### config.mk
export PLATFORM = sky130hd
export DESIGN_NAME = acx_unit
export DESIGN_NICKNAME = d
export VERILOG_FILES = /design/src/rtl/acx_unit.v /design/src/rtl/acx_bitfield.v /design/src/rtl/acx_word_shift.v
export VERILOG_INCLUDE_DIRS = /design/src /design/src/rtl
export SDC_FILE = /design/constraint.sdc
export NUM_CORES = 1
export LEC_CHECK = 0
export BUFFER_PORTS_ARGS = -buffer_cell sky130_fd_sc_hd__buf_4
export CAP_MARGIN = 20
export CORE_ASPECT_RATIO = 0.5
export CORE_MARGIN = 8
export CORE_UTILIZATION = 25
export CTS_BUF_LIST = sky130_fd_sc_hd__clkbuf_4
export CTS_CLUSTER_DIAMETER = 120
export DETAILED_ROUTE_END_ITERATION = 12
export GPL_TIMING_DRIVEN = 0
export PLACE_DENSITY_LB_ADDON = 0.1
export SLEW_MARGIN = 10
export SYNTH_ARGS = -nofsm -noshare
export SYNTH_HDL_FRONTEND = slang
export SYNTH_SLANG_ARGS = --single-unit
### constraint.sdc
create_clock -name clk_sys -period 25.6 [get_ports clk_sys]
set_clock_uncertainty 0.1 [all_clocks]
set_input_delay 1.28 -clock clk_sys [delete_from_list [all_inputs] [get_ports clk_sys]]
set_output_delay 1.28 -clock clk_sys [all_outputs]
set_load 0.01 [all_outputs]
### src/rtl/acx_regs.vh
// register offsets, field positions and reset values of the accumulator extract unit
//
// Functional notes
// - variable extracts take size from source_reg[4:0]; size+1 bits extracted
// - extraction starts at the position field, bits 5..0 of dsp_ctrl_reg
// - bits pos down to pos-size land zero-extended in the destination
// - acc_select 0..3 picks one of four 64-bit accumulators; 0 is high/low pair
// - extract operations never modify the selected accumulator
// - extraction valid only when pos-(size+1) >= -1, otherwise failed
// - decrementing extract lowers pos by size+1 when valid, keeps it when failed
// - every bitfield extract writes extract_fail_flag at bit 14: one failed, zero valid; word extracts leave it
// - non-decrementing variable extract leaves the position field alone
// - word extract: arithmetic right shift of accumulator, low 32 bits out
// - rounding variants add one at the most significant discarded bit
// - saturating variant clamps overflow to 7FFFFFFF or 80000000 by sign
// - bit 23 set when unrounded or rounded value overflows 32 signed bits
// - no operand-dependent exception is raised by any extract
// - word extract shift amount comes from the instruction immediate
// - bit 23 belongs to the overflow field: set only, never cleared by ops
`ifndef ACX_REGS_VH
`define ACX_REGS_VH

// apb register offsets
`define ACX_OFS_CTRL 8'h00
`define ACX_OFS_IRQ_STAT 8'h04
`define ACX_OFS_IRQ_MASK 8'h08
`define ACX_OFS_RESULT 8'h0C
`define ACX_OFS_ACC_BASE 8'h10
`define ACX_OFS_ACC_LAST 8'h2C

// dsp_ctrl_reg fields
`define ACX_POS_MSB 5
`define ACX_EXTRACT_FAIL_BIT 14
`define ACX_OVF_FLAG_BIT 23
`define ACX_CTRL_RST 32'h0000_0000

// interrupt status bits
`define ACX_IRQ_FAIL_BIT 0
`define ACX_IRQ_OVF_BIT 1
`define ACX_IRQ_RST 2'h0

// operation codes
`define ACX_OP_EXT_VAR 3'h0
`define ACX_OP_EXT_VAR_DEC 3'h1
`define ACX_OP_EXT_FIX_DEC 3'h2
`define ACX_OP_WORD 3'h3
`define ACX_OP_WORD_RND 3'h4
`define ACX_OP_WORD_RND_SAT 3'h5

// saturation limits
`define ACX_SAT_POS 32'h7FFF_FFFF
`define ACX_SAT_NEG 32'h8000_0000

`endif

### src/rtl/acx_unit.v
// accumulator extract unit: pipeline operation port, accumulators and apb registers
//
// Decided for this implementation: the register addresses and the APB interface to the registers.
`include "acx_regs.vh"

module acx_unit #(
  parameter ACC_NUM = 4
) (
  // clock and reset
  input wire clk_sys,
  input wire rst_n,
  // apb slave
  input wire [7:0] paddr,
  input wire psel,
  input wire penable,
  input wire pwrite,
  input wire [31:0] pwdata,
  output wire [31:0] prdata,
  output wire pready,
  output wire pslverr,
  // operation request from the pipeline
  input wire op_valid,
  input wire [2:0] op_code,
  input wire [1:0] acc_select,
  input wire [31:0] source_reg,
  input wire [4:0] op_shift_imm,
  // writeback to the pipeline
  output wire res_valid,
  output wire [31:0] dest_reg,
  output wire res_extract_fail,
  // interrupt
  output wire irq
);

  // reset synchroniser
  // asserts at once, releases two edges later so no flop misses recovery
  reg rst_meta_r;
  reg rst_sync_r;
  wire rst_sys_n;

  always @(posedge clk_sys or negedge rst_n)
  begin
    if (!rst_n)
    begin
      rst_meta_r <= 1'b0;
      rst_sync_r <= 1'b0;
    end
    else
    begin
      rst_meta_r <= 1'b1;
      rst_sync_r <= rst_meta_r;
    end
  end

  assign rst_sys_n = rst_sync_r;

  // state
  reg [31:0] acc_high_word_r [0:ACC_NUM-1];
  reg [31:0] acc_low_word_r [0:ACC_NUM-1];
  reg [31:0] dsp_ctrl_reg_r;
  reg [31:0] dsp_ctrl_reg_nxt;
  reg [1:0] irq_stat_r;
  reg [1:0] irq_stat_nxt;
  reg [1:0] irq_mask_r;
  reg [1:0] irq_mask_nxt;
  reg irq_r;
  reg pready_r;
  reg pslverr_r;
  reg [31:0] prdata_r;
  reg res_valid_r;
  reg [31:0] dest_reg_r;
  reg res_fail_r;

  // apb decode
  wire bus_access;
  wire bus_commit;
  wire bus_wr;
  wire bus_rd;
  wire [7:0] acc_off;
  wire [1:0] acc_idx;
  wire acc_hit;
  wire ofs_hit;
  wire addr_ok;

  assign bus_access = psel & penable;
  // the transfer completes at the edge that samples pready high
  assign bus_commit = bus_access & pready_r;
  assign bus_wr = bus_commit & pwrite;
  assign bus_rd = bus_commit & ~pwrite;
  assign acc_off = paddr - `ACX_OFS_ACC_BASE;
  assign acc_idx = acc_off[4:3];
  assign acc_hit = (paddr >= `ACX_OFS_ACC_BASE) && (paddr <= `ACX_OFS_ACC_LAST);
  assign ofs_hit = (paddr == `ACX_OFS_CTRL) || (paddr == `ACX_OFS_IRQ_STAT) ||
    (paddr == `ACX_OFS_IRQ_MASK) || (paddr == `ACX_OFS_RESULT) || acc_hit;
  // misaligned offsets are refused rather than rounded down
  assign addr_ok = ofs_hit && (paddr[1:0] == 2'h0);

  // operation decode
  wire is_bitf;
  wire is_word;
  wire op_fire;
  wire dec_en;
  wire [4:0] bf_size;
  wire round_en;
  wire sat_en;
  wire [63:0] acc_sel_val;

  assign is_bitf = (op_code == `ACX_OP_EXT_VAR) || (op_code == `ACX_OP_EXT_VAR_DEC) ||
    (op_code == `ACX_OP_EXT_FIX_DEC);
  assign is_word = (op_code == `ACX_OP_WORD) || (op_code == `ACX_OP_WORD_RND) ||
    (op_code == `ACX_OP_WORD_RND_SAT);
  // unknown codes are dropped silently, never trapped
  assign op_fire = op_valid & (is_bitf | is_word);
  assign dec_en = (op_code == `ACX_OP_EXT_VAR_DEC) || (op_code == `ACX_OP_EXT_FIX_DEC);
  // fixed-size decrement takes its size from the immediate field
  assign bf_size = (op_code == `ACX_OP_EXT_FIX_DEC) ? op_shift_imm : source_reg[4:0];
  assign round_en = (op_code == `ACX_OP_WORD_RND) || (op_code == `ACX_OP_WORD_RND_SAT);
  assign sat_en = (op_code == `ACX_OP_WORD_RND_SAT);
  // accumulators are only read here, never written by an operation
  assign acc_sel_val = {acc_high_word_r[acc_select], acc_low_word_r[acc_select]};

  // datapaths
  wire [31:0] bf_data;
  wire bf_ok;
  wire [5:0] bf_pos_after;
  wire [31:0] ws_data;
  wire ws_ovf;

  acx_bitfield u_bitfield (
    .acc_val(acc_sel_val),
    .start_pos(dsp_ctrl_reg_r[`ACX_POS_MSB:0]),
    .field_size(bf_size),
    .field_data(bf_data),
    .field_ok(bf_ok),
    .pos_after(bf_pos_after)
  );

  acx_word_shift u_word_shift (
    .acc_val(acc_sel_val),
    .shift_amt(op_shift_imm),
    .round_en(round_en),
    .sat_en(sat_en),
    .word_data(ws_data),
    .word_ovf(ws_ovf)
  );

  // control register next value
  always @*
  begin
    dsp_ctrl_reg_nxt = dsp_ctrl_reg_r;
    if (bus_wr && (paddr == `ACX_OFS_CTRL))
    begin
      dsp_ctrl_reg_nxt = pwdata;
    end
    // an operation in the same cycle overrides the fields it owns
    if (op_fire && is_bitf)
    begin
      dsp_ctrl_reg_nxt[`ACX_EXTRACT_FAIL_BIT] = ~bf_ok;
      if (dec_en && bf_ok)
      begin
        dsp_ctrl_reg_nxt[`ACX_POS_MSB:0] = bf_pos_after;
      end
    end
    if (op_fire && is_word && ws_ovf)
    begin
      dsp_ctrl_reg_nxt[`ACX_OVF_FLAG_BIT] = 1'b1;
    end
  end

  always @(posedge clk_sys or negedge rst_sys_n)
  begin
    if (!rst_sys_n)
    begin
      dsp_ctrl_reg_r <= `ACX_CTRL_RST;
    end
    else
    begin
      dsp_ctrl_reg_r <= dsp_ctrl_reg_nxt;
    end
  end

  // writeback, committed together with the flag update
  always @(posedge clk_sys or negedge rst_sys_n)
  begin
    if (!rst_sys_n)
    begin
      res_valid_r <= 1'b0;
      dest_reg_r <= 32'h0000_0000;
      res_fail_r <= 1'b0;
    end
    else
    begin
      res_valid_r <= op_fire;
      if (op_fire)
      begin
        if (is_bitf)
        begin
          // a failed extraction returns zero rather than stale data
          dest_reg_r <= bf_ok ? bf_data : 32'h0000_0000;
          res_fail_r <= ~bf_ok;
        end
        else
        begin
          dest_reg_r <= ws_data;
          res_fail_r <= 1'b0;
        end
      end
    end
  end

  // accumulators, loaded by software only
  integer i;

  always @(posedge clk_sys or negedge rst_sys_n)
  begin
    if (!rst_sys_n)
    begin
      for (i = 0; i < ACC_NUM; i = i + 1)
      begin
        acc_high_word_r[i] <= 32'h0000_0000;
        acc_low_word_r[i] <= 32'h0000_0000;
      end
    end
    else if (bus_wr && acc_hit && (paddr[1:0] == 2'h0))
    begin
      if (acc_off[2])
      begin
        acc_high_word_r[acc_idx] <= pwdata;
      end
      else
      begin
        acc_low_word_r[acc_idx] <= pwdata;
      end
    end
  end

  // interrupt status, read clears only what the read returned
  reg [1:0] ev_w;
  reg [1:0] clr_w;

  always @*
  begin
    ev_w = 2'h0;
    ev_w[`ACX_IRQ_FAIL_BIT] = op_fire & is_bitf & ~bf_ok;
    ev_w[`ACX_IRQ_OVF_BIT] = op_fire & is_word & ws_ovf;
    clr_w = 2'h0;
    if (bus_rd && (paddr == `ACX_OFS_IRQ_STAT))
    begin
      clr_w = prdata_r[1:0];
    end
    // a new event wins over the clear in the same cycle
    irq_stat_nxt = (irq_stat_r & ~clr_w) | ev_w;
    // new mask counts from the edge that writes it
    irq_mask_nxt = irq_mask_r;
    if (bus_wr && (paddr == `ACX_OFS_IRQ_MASK))
    begin
      irq_mask_nxt = pwdata[1:0];
    end
  end

  always @(posedge clk_sys or negedge rst_sys_n)
  begin
    if (!rst_sys_n)
    begin
      irq_stat_r <= `ACX_IRQ_RST;
      irq_mask_r <= `ACX_IRQ_RST;
      irq_r <= 1'b0;
    end
    else
    begin
      irq_stat_r <= irq_stat_nxt;
      irq_mask_r <= irq_mask_nxt;
      irq_r <= |(irq_stat_nxt & irq_mask_nxt);
    end
  end

  // apb read data and completion
  reg [31:0] rd_mux;

  always @*
  begin
    rd_mux = 32'h0000_0000;
    case (paddr)
      `ACX_OFS_CTRL:
      begin
        rd_mux = dsp_ctrl_reg_r;
      end
      `ACX_OFS_IRQ_STAT:
      begin
        rd_mux = {30'h0, irq_stat_r};
      end
      `ACX_OFS_IRQ_MASK:
      begin
        rd_mux = {30'h0, irq_mask_r};
      end
      `ACX_OFS_RESULT:
      begin
        rd_mux = dest_reg_r;
      end
      default:
      begin
        if (acc_hit)
        begin
          rd_mux = acc_off[2] ? acc_high_word_r[acc_idx] : acc_low_word_r[acc_idx];
        end
      end
    endcase
  end

  // one wait state keeps pready and prdata straight from flops
  always @(posedge clk_sys or negedge rst_sys_n)
  begin
    if (!rst_sys_n)
    begin
      pready_r <= 1'b0;
      pslverr_r <= 1'b0;
      prdata_r <= 32'h0000_0000;
    end
    else
    begin
      pready_r <= bus_access & ~pready_r;
      // writes and refused accesses return zero, never stale data
      if (bus_access && !pready_r)
      begin
        pslverr_r <= ~addr_ok;
        prdata_r <= (pwrite || !addr_ok) ? 32'h0000_0000 : rd_mux;
      end
      else
      begin
        pslverr_r <= 1'b0;
      end
    end
  end

  // outputs
  assign prdata = prdata_r;
  assign pready = pready_r;
  assign pslverr = pslverr_r;
  assign res_valid = res_valid_r;
  assign dest_reg = dest_reg_r;
  assign res_extract_fail = res_fail_r;
  assign irq = irq_r;

endmodule

### src/rtl/acx_bitfield.v
// bitfield extraction from a 64-bit accumulator at a given start position
module acx_bitfield (
  // operands
  input wire [63:0] acc_val,
  input wire [5:0] start_pos,
  input wire [4:0] field_size,
  // results
  output wire [31:0] field_data,
  output wire field_ok,
  output wire [5:0] pos_after
);
  wire [5:0] low_pos;
  wire [63:0] shifted_w;
  wire [5:0] width_w;
  wire [32:0] mask_w;

  // pos-(size+1) >= -1 is the same as pos >= size
  assign field_ok = (start_pos >= {1'b0, field_size});
  assign low_pos = start_pos - {1'b0, field_size};
  assign shifted_w = acc_val >> low_pos;
  assign width_w = {1'b0, field_size} + 6'h01;
  assign mask_w = (33'h1 << width_w) - 33'h1;
  assign field_data = shifted_w[31:0] & mask_w[31:0];
  assign pos_after = low_pos - 6'h01;
endmodule

### src/rtl/acx_word_shift.v
// word extraction with arithmetic right shift, rounding and saturation
`include "acx_regs.vh"
module acx_word_shift (
  // operands
  input wire [63:0] acc_val,
  input wire [4:0] shift_amt,
  input wire round_en,
  input wire sat_en,
  // results
  output wire [31:0] word_data,
  output wire word_ovf
);
  wire [64:0] shifted_w;
  wire [64:0] rounded_w;
  wire ovf_plain;
  wire ovf_round;
  wire [31:0] pick_w;

  // guard bit below the result keeps the first discarded bit
  assign shifted_w = $signed({acc_val, 1'b0}) >>> shift_amt;
  assign rounded_w = shifted_w + 65'h1;
  assign ovf_plain = ~((&shifted_w[64:32]) | ~(|shifted_w[64:32]));
  assign ovf_round = ~((&rounded_w[64:32]) | ~(|rounded_w[64:32]));
  // rounded check counts for the plain variant too
  assign word_ovf = ovf_plain | ovf_round;
  assign pick_w = round_en ? rounded_w[32:1] : shifted_w[32:1];
  assign word_data = (sat_en & ovf_round) ?
    (rounded_w[64] ? `ACX_SAT_NEG : `ACX_SAT_POS) : pick_w;
endmodule

# After elaboration in Yosys (flattened, before gate mapping)
# Index checks and enable logic that the tools add are counted.
# word_totals
register_bits	363
input_bits	88
# classes
addsub	6
magnitude_cmp	6
eq_ne	8
shift	3
mux	35
n_bitwise	31
reduce_logical	38
# op_table
cell	count
$mux W32	17
$bmux W32 S2	4
$bwmux W128	2
$pmux W32 S4	1
$reduce_and A33 Y1	2
$reduce_or A33 Y1	2
$add A65 B1 Y65 const B	1
$sshr A65 B5 Y65	1
$demux W32 S2	1
$shr A64 B6 Y32	1
$and A32 B32 Y32	1
$shl A1 B6 Y32 const A	1
$sub A32 B1 Y32 const B	1
$mux W24	1
$eq A8 B4 Y1 const B	2
$logic_and A1 B1 Y1	13
$mux W6	2
$and A1 B1 Y1	11
$logic_or A1 B1 Y1	11
$not A1 Y1	9
$eq A8 B3 Y1 const B	1
$ge A8 B5 Y1 const B	1
$le A8 B6 Y1 const B	1
$logic_not A8 Y1	1
24 further kinds	39

# Logic depth before layout (Yosys ltp)
# Gate-level depths: netlist (run 1).
# logic_depth
word_depth	15
depth_mapped	28
ltp_nobuf	20

# Hierarchy
# A second synthesis (run 1) with hierarchy kept.
# hier_totals
hier_cells	2803
area_unflattened_um2	31984.4
# modules_own_cells
module	n_inst	cells_per_inst	area_each_um2	seq_area_each_um2
acx_unit	1	1227	19251.0	9083.7
acx_word_shift	1	1027	8064.0	0.0
acx_bitfield	1	549	4669.5	0.0

# Least setup slack after synthesis (run 1)
# Ideal clock, no wire load.
# synth_timing
path_kind	input-to-reg
startpoint	input port op_shift_imm[4]
endpoint	register dest_reg_r[2] (netlist: dest_reg[2])
arrival_ns	6.503
path_slack_ns	18.911
stages	21
cell_sequence	clkbuf_1 -> clkbuf_1 -> clkbuf_1 -> clkbuf_1 -> clkbuf_1 -> clkbuf_1 -> clkbuf_1 -> buf_1 -> mux2_2 -> inv_1 -> clkbuf_1 -> ha_1 -> a21o_1 -> xnor2_1 -> clkbuf_1 -> clkbuf_1 -> clkbuf_1 -> a21oi_1 -> a2111oi_0 -> a21oi_1 -> o211ai_1
# synth_between
elab_chain_cells	9
# synth_lines
element	line	rtl
start, declared	acx_unit.v:26	input wire [4:0] op_shift_imm,
$sshr A65 B5 Y65	acx_word_shift.v:20	assign shifted_w = $signed({acc_val, 1'b0}) >>> shift_amt;
$add A65 B1 Y65	acx_word_shift.v:21	assign rounded_w = shifted_w + 65'h1;
$reduce_or A33 Y1	acx_word_shift.v:23	assign ovf_round = ~((&rounded_w[64:32]) | ~(|rounded_w[64:32]));
$not A1 Y1	acx_word_shift.v:23	
$or A1 B1 Y1	acx_word_shift.v:23	
$not A1 Y1	acx_word_shift.v:23	
$and A1 B1 Y1	acx_word_shift.v:27	assign word_data = (sat_en & ovf_round) ?
$mux W32	acx_word_shift.v:27	
$mux W32 *	acx_unit.v:196	if (is_bitf)
end signal, assigned	acx_unit.v:199	dest_reg_r <= bf_ok ? bf_data : 32'h0000_0000;
end signal, assigned	acx_unit.v:204	dest_reg_r <= ws_data;
end, declared	acx_unit.v:71	reg [31:0] dest_reg_r;
# Mark *: on every way between the ends. The rest lies on a longest branch, timed or not.
# A chain may end at the register's enable or synchronous reset.

# Final worst setup path (run 1)
# layout_timing
startpoint	input port op_shift_imm[4]
endpoint	register dest_reg_r[20] (netlist: dest_reg[20])
# Same word-level chain as after synthesis.

==> results of run 1 <==
per-stage QoR:
step | power [mW] | instance area, µm² | cells | util (%) | setup slack, ps
3_3_place_gp | 2.01 | 34700 | 5159 | 27.6 | 9270
3_5_place_dp | 2.01 | 35200 | 5199 | 28.0 | 14490
5_1_grt | 2.71 | 36500 | 5379 | 29.0 | 15290
6_report | 2.63 | 36600 | 5386 | 29.0 | 15160
4_1_cts | 2.58 | 36500 | 5368 | 29.0 | 15640
2_1_floorplan | 1.42 | 31700 | 3346 | - | 14630
layout by cell type, fill, tap and decap left out, drive strengths merged, types with 120 or more instances in the layout:
| cell type | count |
|---|---|
| mux2i | 204 |
| clkbuf | 348 |
| o21ai | 135 |
| dfrtp | 363 |
| a21oi | 133 |
| mux4 | 157 |
| mux2 | 368 |
| nand2 | 312 |
| nand3 | 120 |
| nor2 | 287 |
| buf | 233 |
cell type report:
type / instances / area share, %
repair buffers: 168 / 3.91
inverters: 28 / 0.288
well taps: 1692 / 5.79
clock buffers: 141 / 2.90
flip-flops and latches: 363 / 24.9
plain buffers: 274 / 3.28
diodes: 12 / 0.0822
multi-input cells: 2681 / 58.3
clock inverters: 27 / 0.551
worst reg2reg max path, stage by stage (launching register included):
cell and delay, ps:
dfrtp_1 360, mux2i_1 370, a222oi_1 990, and2_1 250
clkbuf_1 430, a211oi_1 310, o2111ai_1 620, ha_1 250
inv_1 40, a221oi_1 700, o211a_1 440, nand4_1 320
nor4_1 380, xnor2_1 140, or4_1 530, or4_4 440
nor4_4 290, nor2_1 130, o21ai_1 820, nand2_1 110
worst max path at each step:
stage,start,to,slack (ps)
3_5_place_dp,op_shift_imm[4],dest_reg[4]$_DFFE_PN0P_,14490
2_1_floorplan,rst_sync_r$_DFF_PN0_,acc_high_word_r[0]$_DFFE_PN0P_,14630
3_3_place_gp,rst_sync_r$_DFF_PN0_,prdata[3]$_DFFE_PN0P_,9270
5_1_grt,op_shift_imm[4],dest_reg[20]$_DFFE_PN0P_,15290
6_report,op_shift_imm[4],dest_reg[20]$_DFFE_PN0P_,15160
4_1_cts,op_shift_imm[4],dest_reg[4]$_DFFE_PN0P_,15640
cell families after synthesis:
logic type                 Yosys count
adders and majority gates           10
xor gates and xnor gates            69
other                                1
muxes                              729
DFF                                363
and+or+nand+nor                   1065
buffers and inverters              302
AOI/OAI and AO/OA                  806
repair_timing:
item	4_1_cts	5_1_grt
hold endpoints to repair	2	0
hold buffers	1	0
endpoints found under the setup margin	0	0
resized for setup	0	0
where the power goes:
group	leakage [nW]	internal [mW]	switching [mW]
sequential	4.99	0.594	0.0764
combinational	9.33	0.414	0.979
clock	0.743	0.275	0.288
per-layer routing:
| layer | routed length (µm) | share of wire, % | GRT usage [%] | up-vias |
|---|---|---|---|---|
| li1 | - | - | - | 13500 |
| met3 | 22600 | 11 | 7.84 | 293 |
| met4 | 5520 | 2.7 | 7.05 | 10 |
| met1 | 96000 | 46 | 42.3 | 17500 |
| met2 | 83700 | 40 | 40.8 | 2024 |
| met5 | 183 | 0.088 | 0.675 | - |
cells in the mapped netlist (12+ instances only):
library cell  number  area [µm²]
inv_1             21        78.8
or4_1             13        97.6
mux2i_1          204        2040
mux2_2           367        4130
clkbuf_1         205         769
or3_1             24         150
o31ai_1           16         120
o211ai_1          23         173
o21ai_0          134         671
nor4_1            27         169
a2111oi_0         12         105
nand2_1          311        1170
a21oi_1          133         666
a32oi_1           24         210
a22oi_1           58         435
nor3_1            85         425
nand4_1           32         200
dfrtp_1          363        9080
o22ai_1           78         488
and3_1            36         225
nor2_1           287        1080
nand3_1          118         591
nand3b_1          12        90.1
or2_2             21         131
a31oi_1           25         156
a32o_1            12         120
xor2_1            21         184
a21o_1            19         143
and2_1            20         125
mux4_2           157        3540
buf_2             13        65.1
a22o_1            52         455
xnor2_1           48         420
a222oi_1          20         200
nand2b_1          20         125
o211ai_2          20         250
nor2b_1           12        75.1
buf_1             35         131
a211oi_1          33         248
==> impl_metrics.yaml, run 1 <==
synthesis:
  synth_flop_cell: "dfrtp_1"
  synth-simple-area-share_pct: 16.0
  yosysSeqAreaShare_pct: 28.7
  synth_top_family_by_area: "multiplexers"
  synth_xor_xnor_area_share_pct: 1.91
  synth_cell_types: 96
  synthArstFlopShare_pct: 100
  synth-edff-count: 0
  synth_compound_area_share_pct: 18.2
  synth_fa_ha_area_share_pct: 0.418
  synth.area.mux_share_pct: 30.7
  syn_avg_cell_area_um2: 9.48
  ys_seq_elements: 363
  synth_cells: 3345
  syn-cell-area_mm2: 0.0317
  synth_warnings: 0
floorplan:
  rows: 92
  die-area_mm2: 0.139
  die_h_um: 268
  die_width_um: 520
  initial_core_util_pct: 25.2
  core_mm2: 0.126
  pin_count: 157
cts:
  clkSlewWorstSetupHoldPaths_ps: 70
  post_cts_buffers: 0
  cts_made_buffers: 96
  clk_path_buf_depth: 3
  clockRootBuffer: "clkbuf_4"
  clock_latency_ps: 1060
  cts_tree: "done"
  clkSinkCount: 363
  ctsHtreeMaxLevel: 3
place:
  place_congestion: 1.04
  hpwl_um: 169000
  io_buffers: 121
worst_setup_path:
  critPathMaxStageDelay_ps: 900
  cpMaxStageDelayCell: "clkbuf_1"
  crit_family: "buffers and inverters"
  cp.depth: 23
  reg2reg_to: "dsp_ctrl_reg_r[23]$_DFFE_PN0P_"
  cp.arrival_ps: 11230
  path_max_fanout: 10
  crit_required_ps: 26380
  cp-end-kind: "register"
  startpoint_type: "input pin"
  rrSetupSlack_ps: 17330
  criticalPathCategory: "input pin to register"
  r2r_start: "acc_low_word_r[52]$_DFFE_PN0P_"
  worst-path-buf-inv: 14
  reg2reg_depth: 19
  worstPathCellList: "buf_4, clkbuf_1, clkbuf_1, clkbuf_1, clkbuf_1, clkbuf_1, clkbuf_1, clkbuf_1, buf_1, mux2_2, inv_1, clkbuf_1, ha_1, a21o_1, xor2_1, clkbuf_1, clkbuf_1, clkbuf_1, nand2_1, a31oi_1, o22ai_1, a32oi_1, o211ai_2"
  cpMostUsedCell: "clkbuf_1"
pwr:
  power-per-cell-area_mw_per_mm2: 71.8
  vdd_drop_max_mv: 0.0551
  p_leak_nw: 15.1
timing:
  setup_tns_ps: 0
  rsz0062_at_grt: "no"
  finalCritPeriodShare_pct: 40.8
  fmax_ghz: 0.0958
  fin_crit_ps: 10440
  holdWs_ps: 183
  final_hold_viol_count: 0
  slew_headroom_pct: 6.42
  worst_pin_slew_ps: 1400
  setup_viol: 0
  maxSlewViolCount: 0
route:
  drc: 0
  drtIter0Drc: 5001
  finalWirelength_um: 208000
  dr.pass1.iters: 9
  vias: 33300
  wl_per_cell_um: 38.6
  antenna_left: 0
  viasPerCell: 6.19
grt:
  grt_overflow: 0
  grt_pass1_vias: 31200
  grt_pass1_wl_um: 279000
  grt_usage_pct: 28.6
  grt_max_degree: 58
  antenna_found_initial: 18
layout:
  nFillCells: 13500
  multi_input_area_mm2: 0.0213
  layout-area-overhead-vs-synth_pct: 15.3
  seq_area_mm2: 0.00909
  final_nets: 3710
  reg.largest.list: "acc_high_word_r: 128 flops, acc_low_word_r: 128 flops"
  drive_gt1_share_pct: 25.5
run_status:
  outcome: "finished, final reports clean"
min_path:
  hold_class: "register to asynchronous set/reset pin"
job:
  maxCapViolations: 0
Power figures use the tool's default switching activity.
==> run 2: changes to the inputs <==
ABC_AREA = 1   (was default)
clock period = 8.7 ns   (was 25.6 ns; I/O delays follow)
==> impl_metrics.yaml, run 2 <==
run_status:
  outcome: "finished, final reports clean"
worst_setup_path:
  crit_family: "buffers and inverters"
  cp.arrival_ps: 7740
  criticalPathCategory: "input pin to register"
  cpMaxStageDelayCell: "o21ai_0"
  crit_required_ps: 9450
  critPathMaxStageDelay_ps: 710
  cpMostUsedCell: "inv_1"
  startpoint_type: "input pin"
  cp-end-kind: "register"
  worst-path-buf-inv: 12
  worstPathCellList: "dlygate4sd3_1, buf_4, inv_1, nand3_1, o21ai_0, inv_1, ha_1, clkbuf_1, inv_1, clkbuf_1, clkbuf_1, o311ai_0, inv_1, nor2_1, inv_1, nor2_1, nand2_1, nand2_1, dlygate4sd3_1, o21ai_0, dlygate4sd3_1"
  path_max_fanout: 10
job:
  maxCapViolations: 0
route:
  antenna_left: 0
  viasPerCell: 5.65
  drtIter0Drc: 5556
  wl_met1_um: 95700
  vias: 38900
  top_layer_used: "met4"
  dr.pass1.iters: 6
  drc: 0
  route.met3.wl_um: 21900
  finalWirelength_um: 208000
  wl_met2_um: 84500
  wl_per_cell_um: 30.3
timing:
  setup_viol: 0
  rsz0062_at_grt: "no"
  fin_crit_ps: 6980
  timing.final.ws_setup_ps: 1720
  worst_pin_slew_ps: 1190
  maxSlewViolCount: 0
  slew_headroom_pct: 20.9
  finalCritPeriodShare_pct: 80.3
  final_hold_viol_count: 0
  fmax_ghz: 0.143
synthesis:
  yosys.area.top_type: "dfrtp_1"
  syn_avg_cell_area_um2: 6.24
  synth_cell_types: 53
  yosysSeqAreaShare_pct: 29.7
  synth_common_cells: "nand2_1 (1530), nand3_1 (902), o21ai_0 (521), dfrtp_1 (363), nor2_1 (329)"
  ys_seq_elements: 363
  yosysMostFrequentCell: "nand2_1"
  syn-cell-area_mm2: 0.0305
  synth_top_area_share_pct: 29.7
  synth-edff-count: 0
  synth_warnings: 0
  synth_cells: 4891
  synthTopCellsByArea: "dfrtp_1 (30%), nand2_1 (19%), nand3_1 (15%)"
  synthArstFlopShare_pct: 100
  synth_flop_cell: "dfrtp_1"
cts:
  clockRootBuffer: "clkbuf_4"
  clock_latency_ps: 1080
  clkSinkCount: 363
  cts_made_buffers: 100
  ctsHtreeMaxLevel: 3
  ctsResizeCount: 0
  clkSlewWorstSetupHoldPaths_ps: 80
  post_cts_buffers: 0
  clk_path_buf_depth: 3
  cts_tree: "done"
min_path:
  hold_class: "register to asynchronous set/reset pin"
place:
  place_ws_ps: 1800
  hpwl_um: 169000
  io_buffers: 125
  placed_cell_area_mm2: 0.0337
  dpl.cell_count: 6638
  place_congestion: 1.03
layout:
  final_cell_mix: "nand2_1 (1530), nand3_1 (902), o21ai_0 (521)"
  design_area_mm2: 0.0356
  layout-area-overhead-vs-synth_pct: 16.5
  drive_gt1_share_pct: 9.50
  reg.largest.list: "acc_high_word_r: 128 flops, acc_low_word_r: 128 flops"
  layout_commonest_cell: "nand2_1"
  finish.utilization_pct: 29.5
  nFillCells: 13800
  final_nets: 5287
  fin_cells: 6880
floorplan:
  rows: 90
  die_h_um: 263
  die_width_um: 510
  die-area_mm2: 0.134
  core_mm2: 0.121
  pin_count: 157
  initial_core_util_pct: 25.3
grt:
  grt_pass1_vias: 35700
  grt_overflow: 0
  antenna_found_initial: 12
  grt_usage_pct: 29.6
  grt_pass1_wl_um: 286000
  grt_max_degree: 61
pwr:
  vdd_drop_max_mv: 0.191
  finalPower_mw: 8.65
  power-per-cell-area_mw_per_mm2: 243
  p_leak_nw: 16.1
==> run 2: cell types whose count changed in the layout (fill, tap and decap cells not counted), sizes merged, moves of 57 or more <==
| cell | previous run | this run |
|---|---|---|
| a21oi | 133 | 74 |
| dlygate4sd3 | 1 | 58 |
| inv | 28 | 262 |
| mux2 | 368 | 0 |
| mux2i | 204 | 47 |
| mux4 | 157 | 0 |
| nand2 | 312 | 1547 |
| nand3 | 120 | 953 |
| nor2 | 287 | 358 |
| nor3 | 86 | 27 |
| o21a | 4 | 62 |
| o21ai | 135 | 531 |
==> run 2: repair_timing <==
item	CTS	global route
endpoints found under the setup margin	0	0
hold buffers	58	0
hold endpoints to repair	310	0
==> run 2: per-stage QoR <==
step                hold WS [ps]  TNS, ps
CTS                         2.40        0
finish                       109        0
detailed placement           121        0
global route                77.3        0
global placement             119   -96820
floorplan                   39.4        0
==> run 2: area by class of cell <==
cell class	instances	area, µm²	area share [%]
clock inverter	26	161	0.453
multi-input combinational	3961	19200	53.8
buffer	307	1340	3.76
clock buffer	148	1110	3.12
antenna	9	22.5	0.0633
inverter	261	980	2.75
tap	1610	2010	5.66
sequential	363	9090	25.5
timing repair buffer	195	1730	4.86
==> run 2: layer usage <==
metal  vias up  track usage, %
met5         -               0
met4         0            7.52
met3       277            9.00
met2      1964            42.3
met1     19300            42.9
li1      17300               -
==> run 2: report_power, final <==
part           total [mW]  switching (mW)  internal, mW
clock network        1.69           0.903         0.788
logic                5.01            3.81          1.21
registers            1.95           0.207          1.74
==> run 2: cell families after synthesis <==
family,Yosys count,share of synthesized area (%)
DFF,363,29.7
muxes,47,1.54
AOI/OAI and AO/OA,919,17.4
xor gates and xnor gates,43,1.23
adders and majority gates,10,0.434
buffers and inverters,568,7.59
other,1,0.0123
and+or+nand+nor,2940,42.0
==> run 2: path summary, 6_finish.rpt <==
path | endpoint | cells after the start | startpoint | slack (ps)
worst max-delay path | dsp_ctrl_reg_r[4]$_DFF_PN0_ | 21 | op_code[2] | 1720
worst min-delay path | acc_high_word_r[41]$_DFFE_PN0P_ | 0 | rst_sync_r$_DFF_PN0_ | 110
worst max register to register | dsp_ctrl_reg_r[4]$_DFF_PN0_ | 16 | dsp_ctrl_reg_r[0]$_DFF_PN0_ | 3040
worst min register to register | acc_high_word_r[41]$_DFFE_PN0P_ | 0 | rst_sync_r$_DFF_PN0_ | 110
max in group asynchronous | acc_high_word_r[119]$_DFFE_PN0P_ | 4 | rst_sync_r$_DFF_PN0_ | 6820
min in group clk_sys | irq_mask_r[0]$_DFF_PN0_ | 6 | paddr[0] | 110
==> run 2: worst reg2reg max path: cells and delay by family (launching register included) <==
kind | cells | cell delay, ps
compound gates | 2 | 530
fa+ha+maj | 1 | 310
flops | 1 | 450
buf+inv | 9 | 2880
simple gates | 4 | 1290
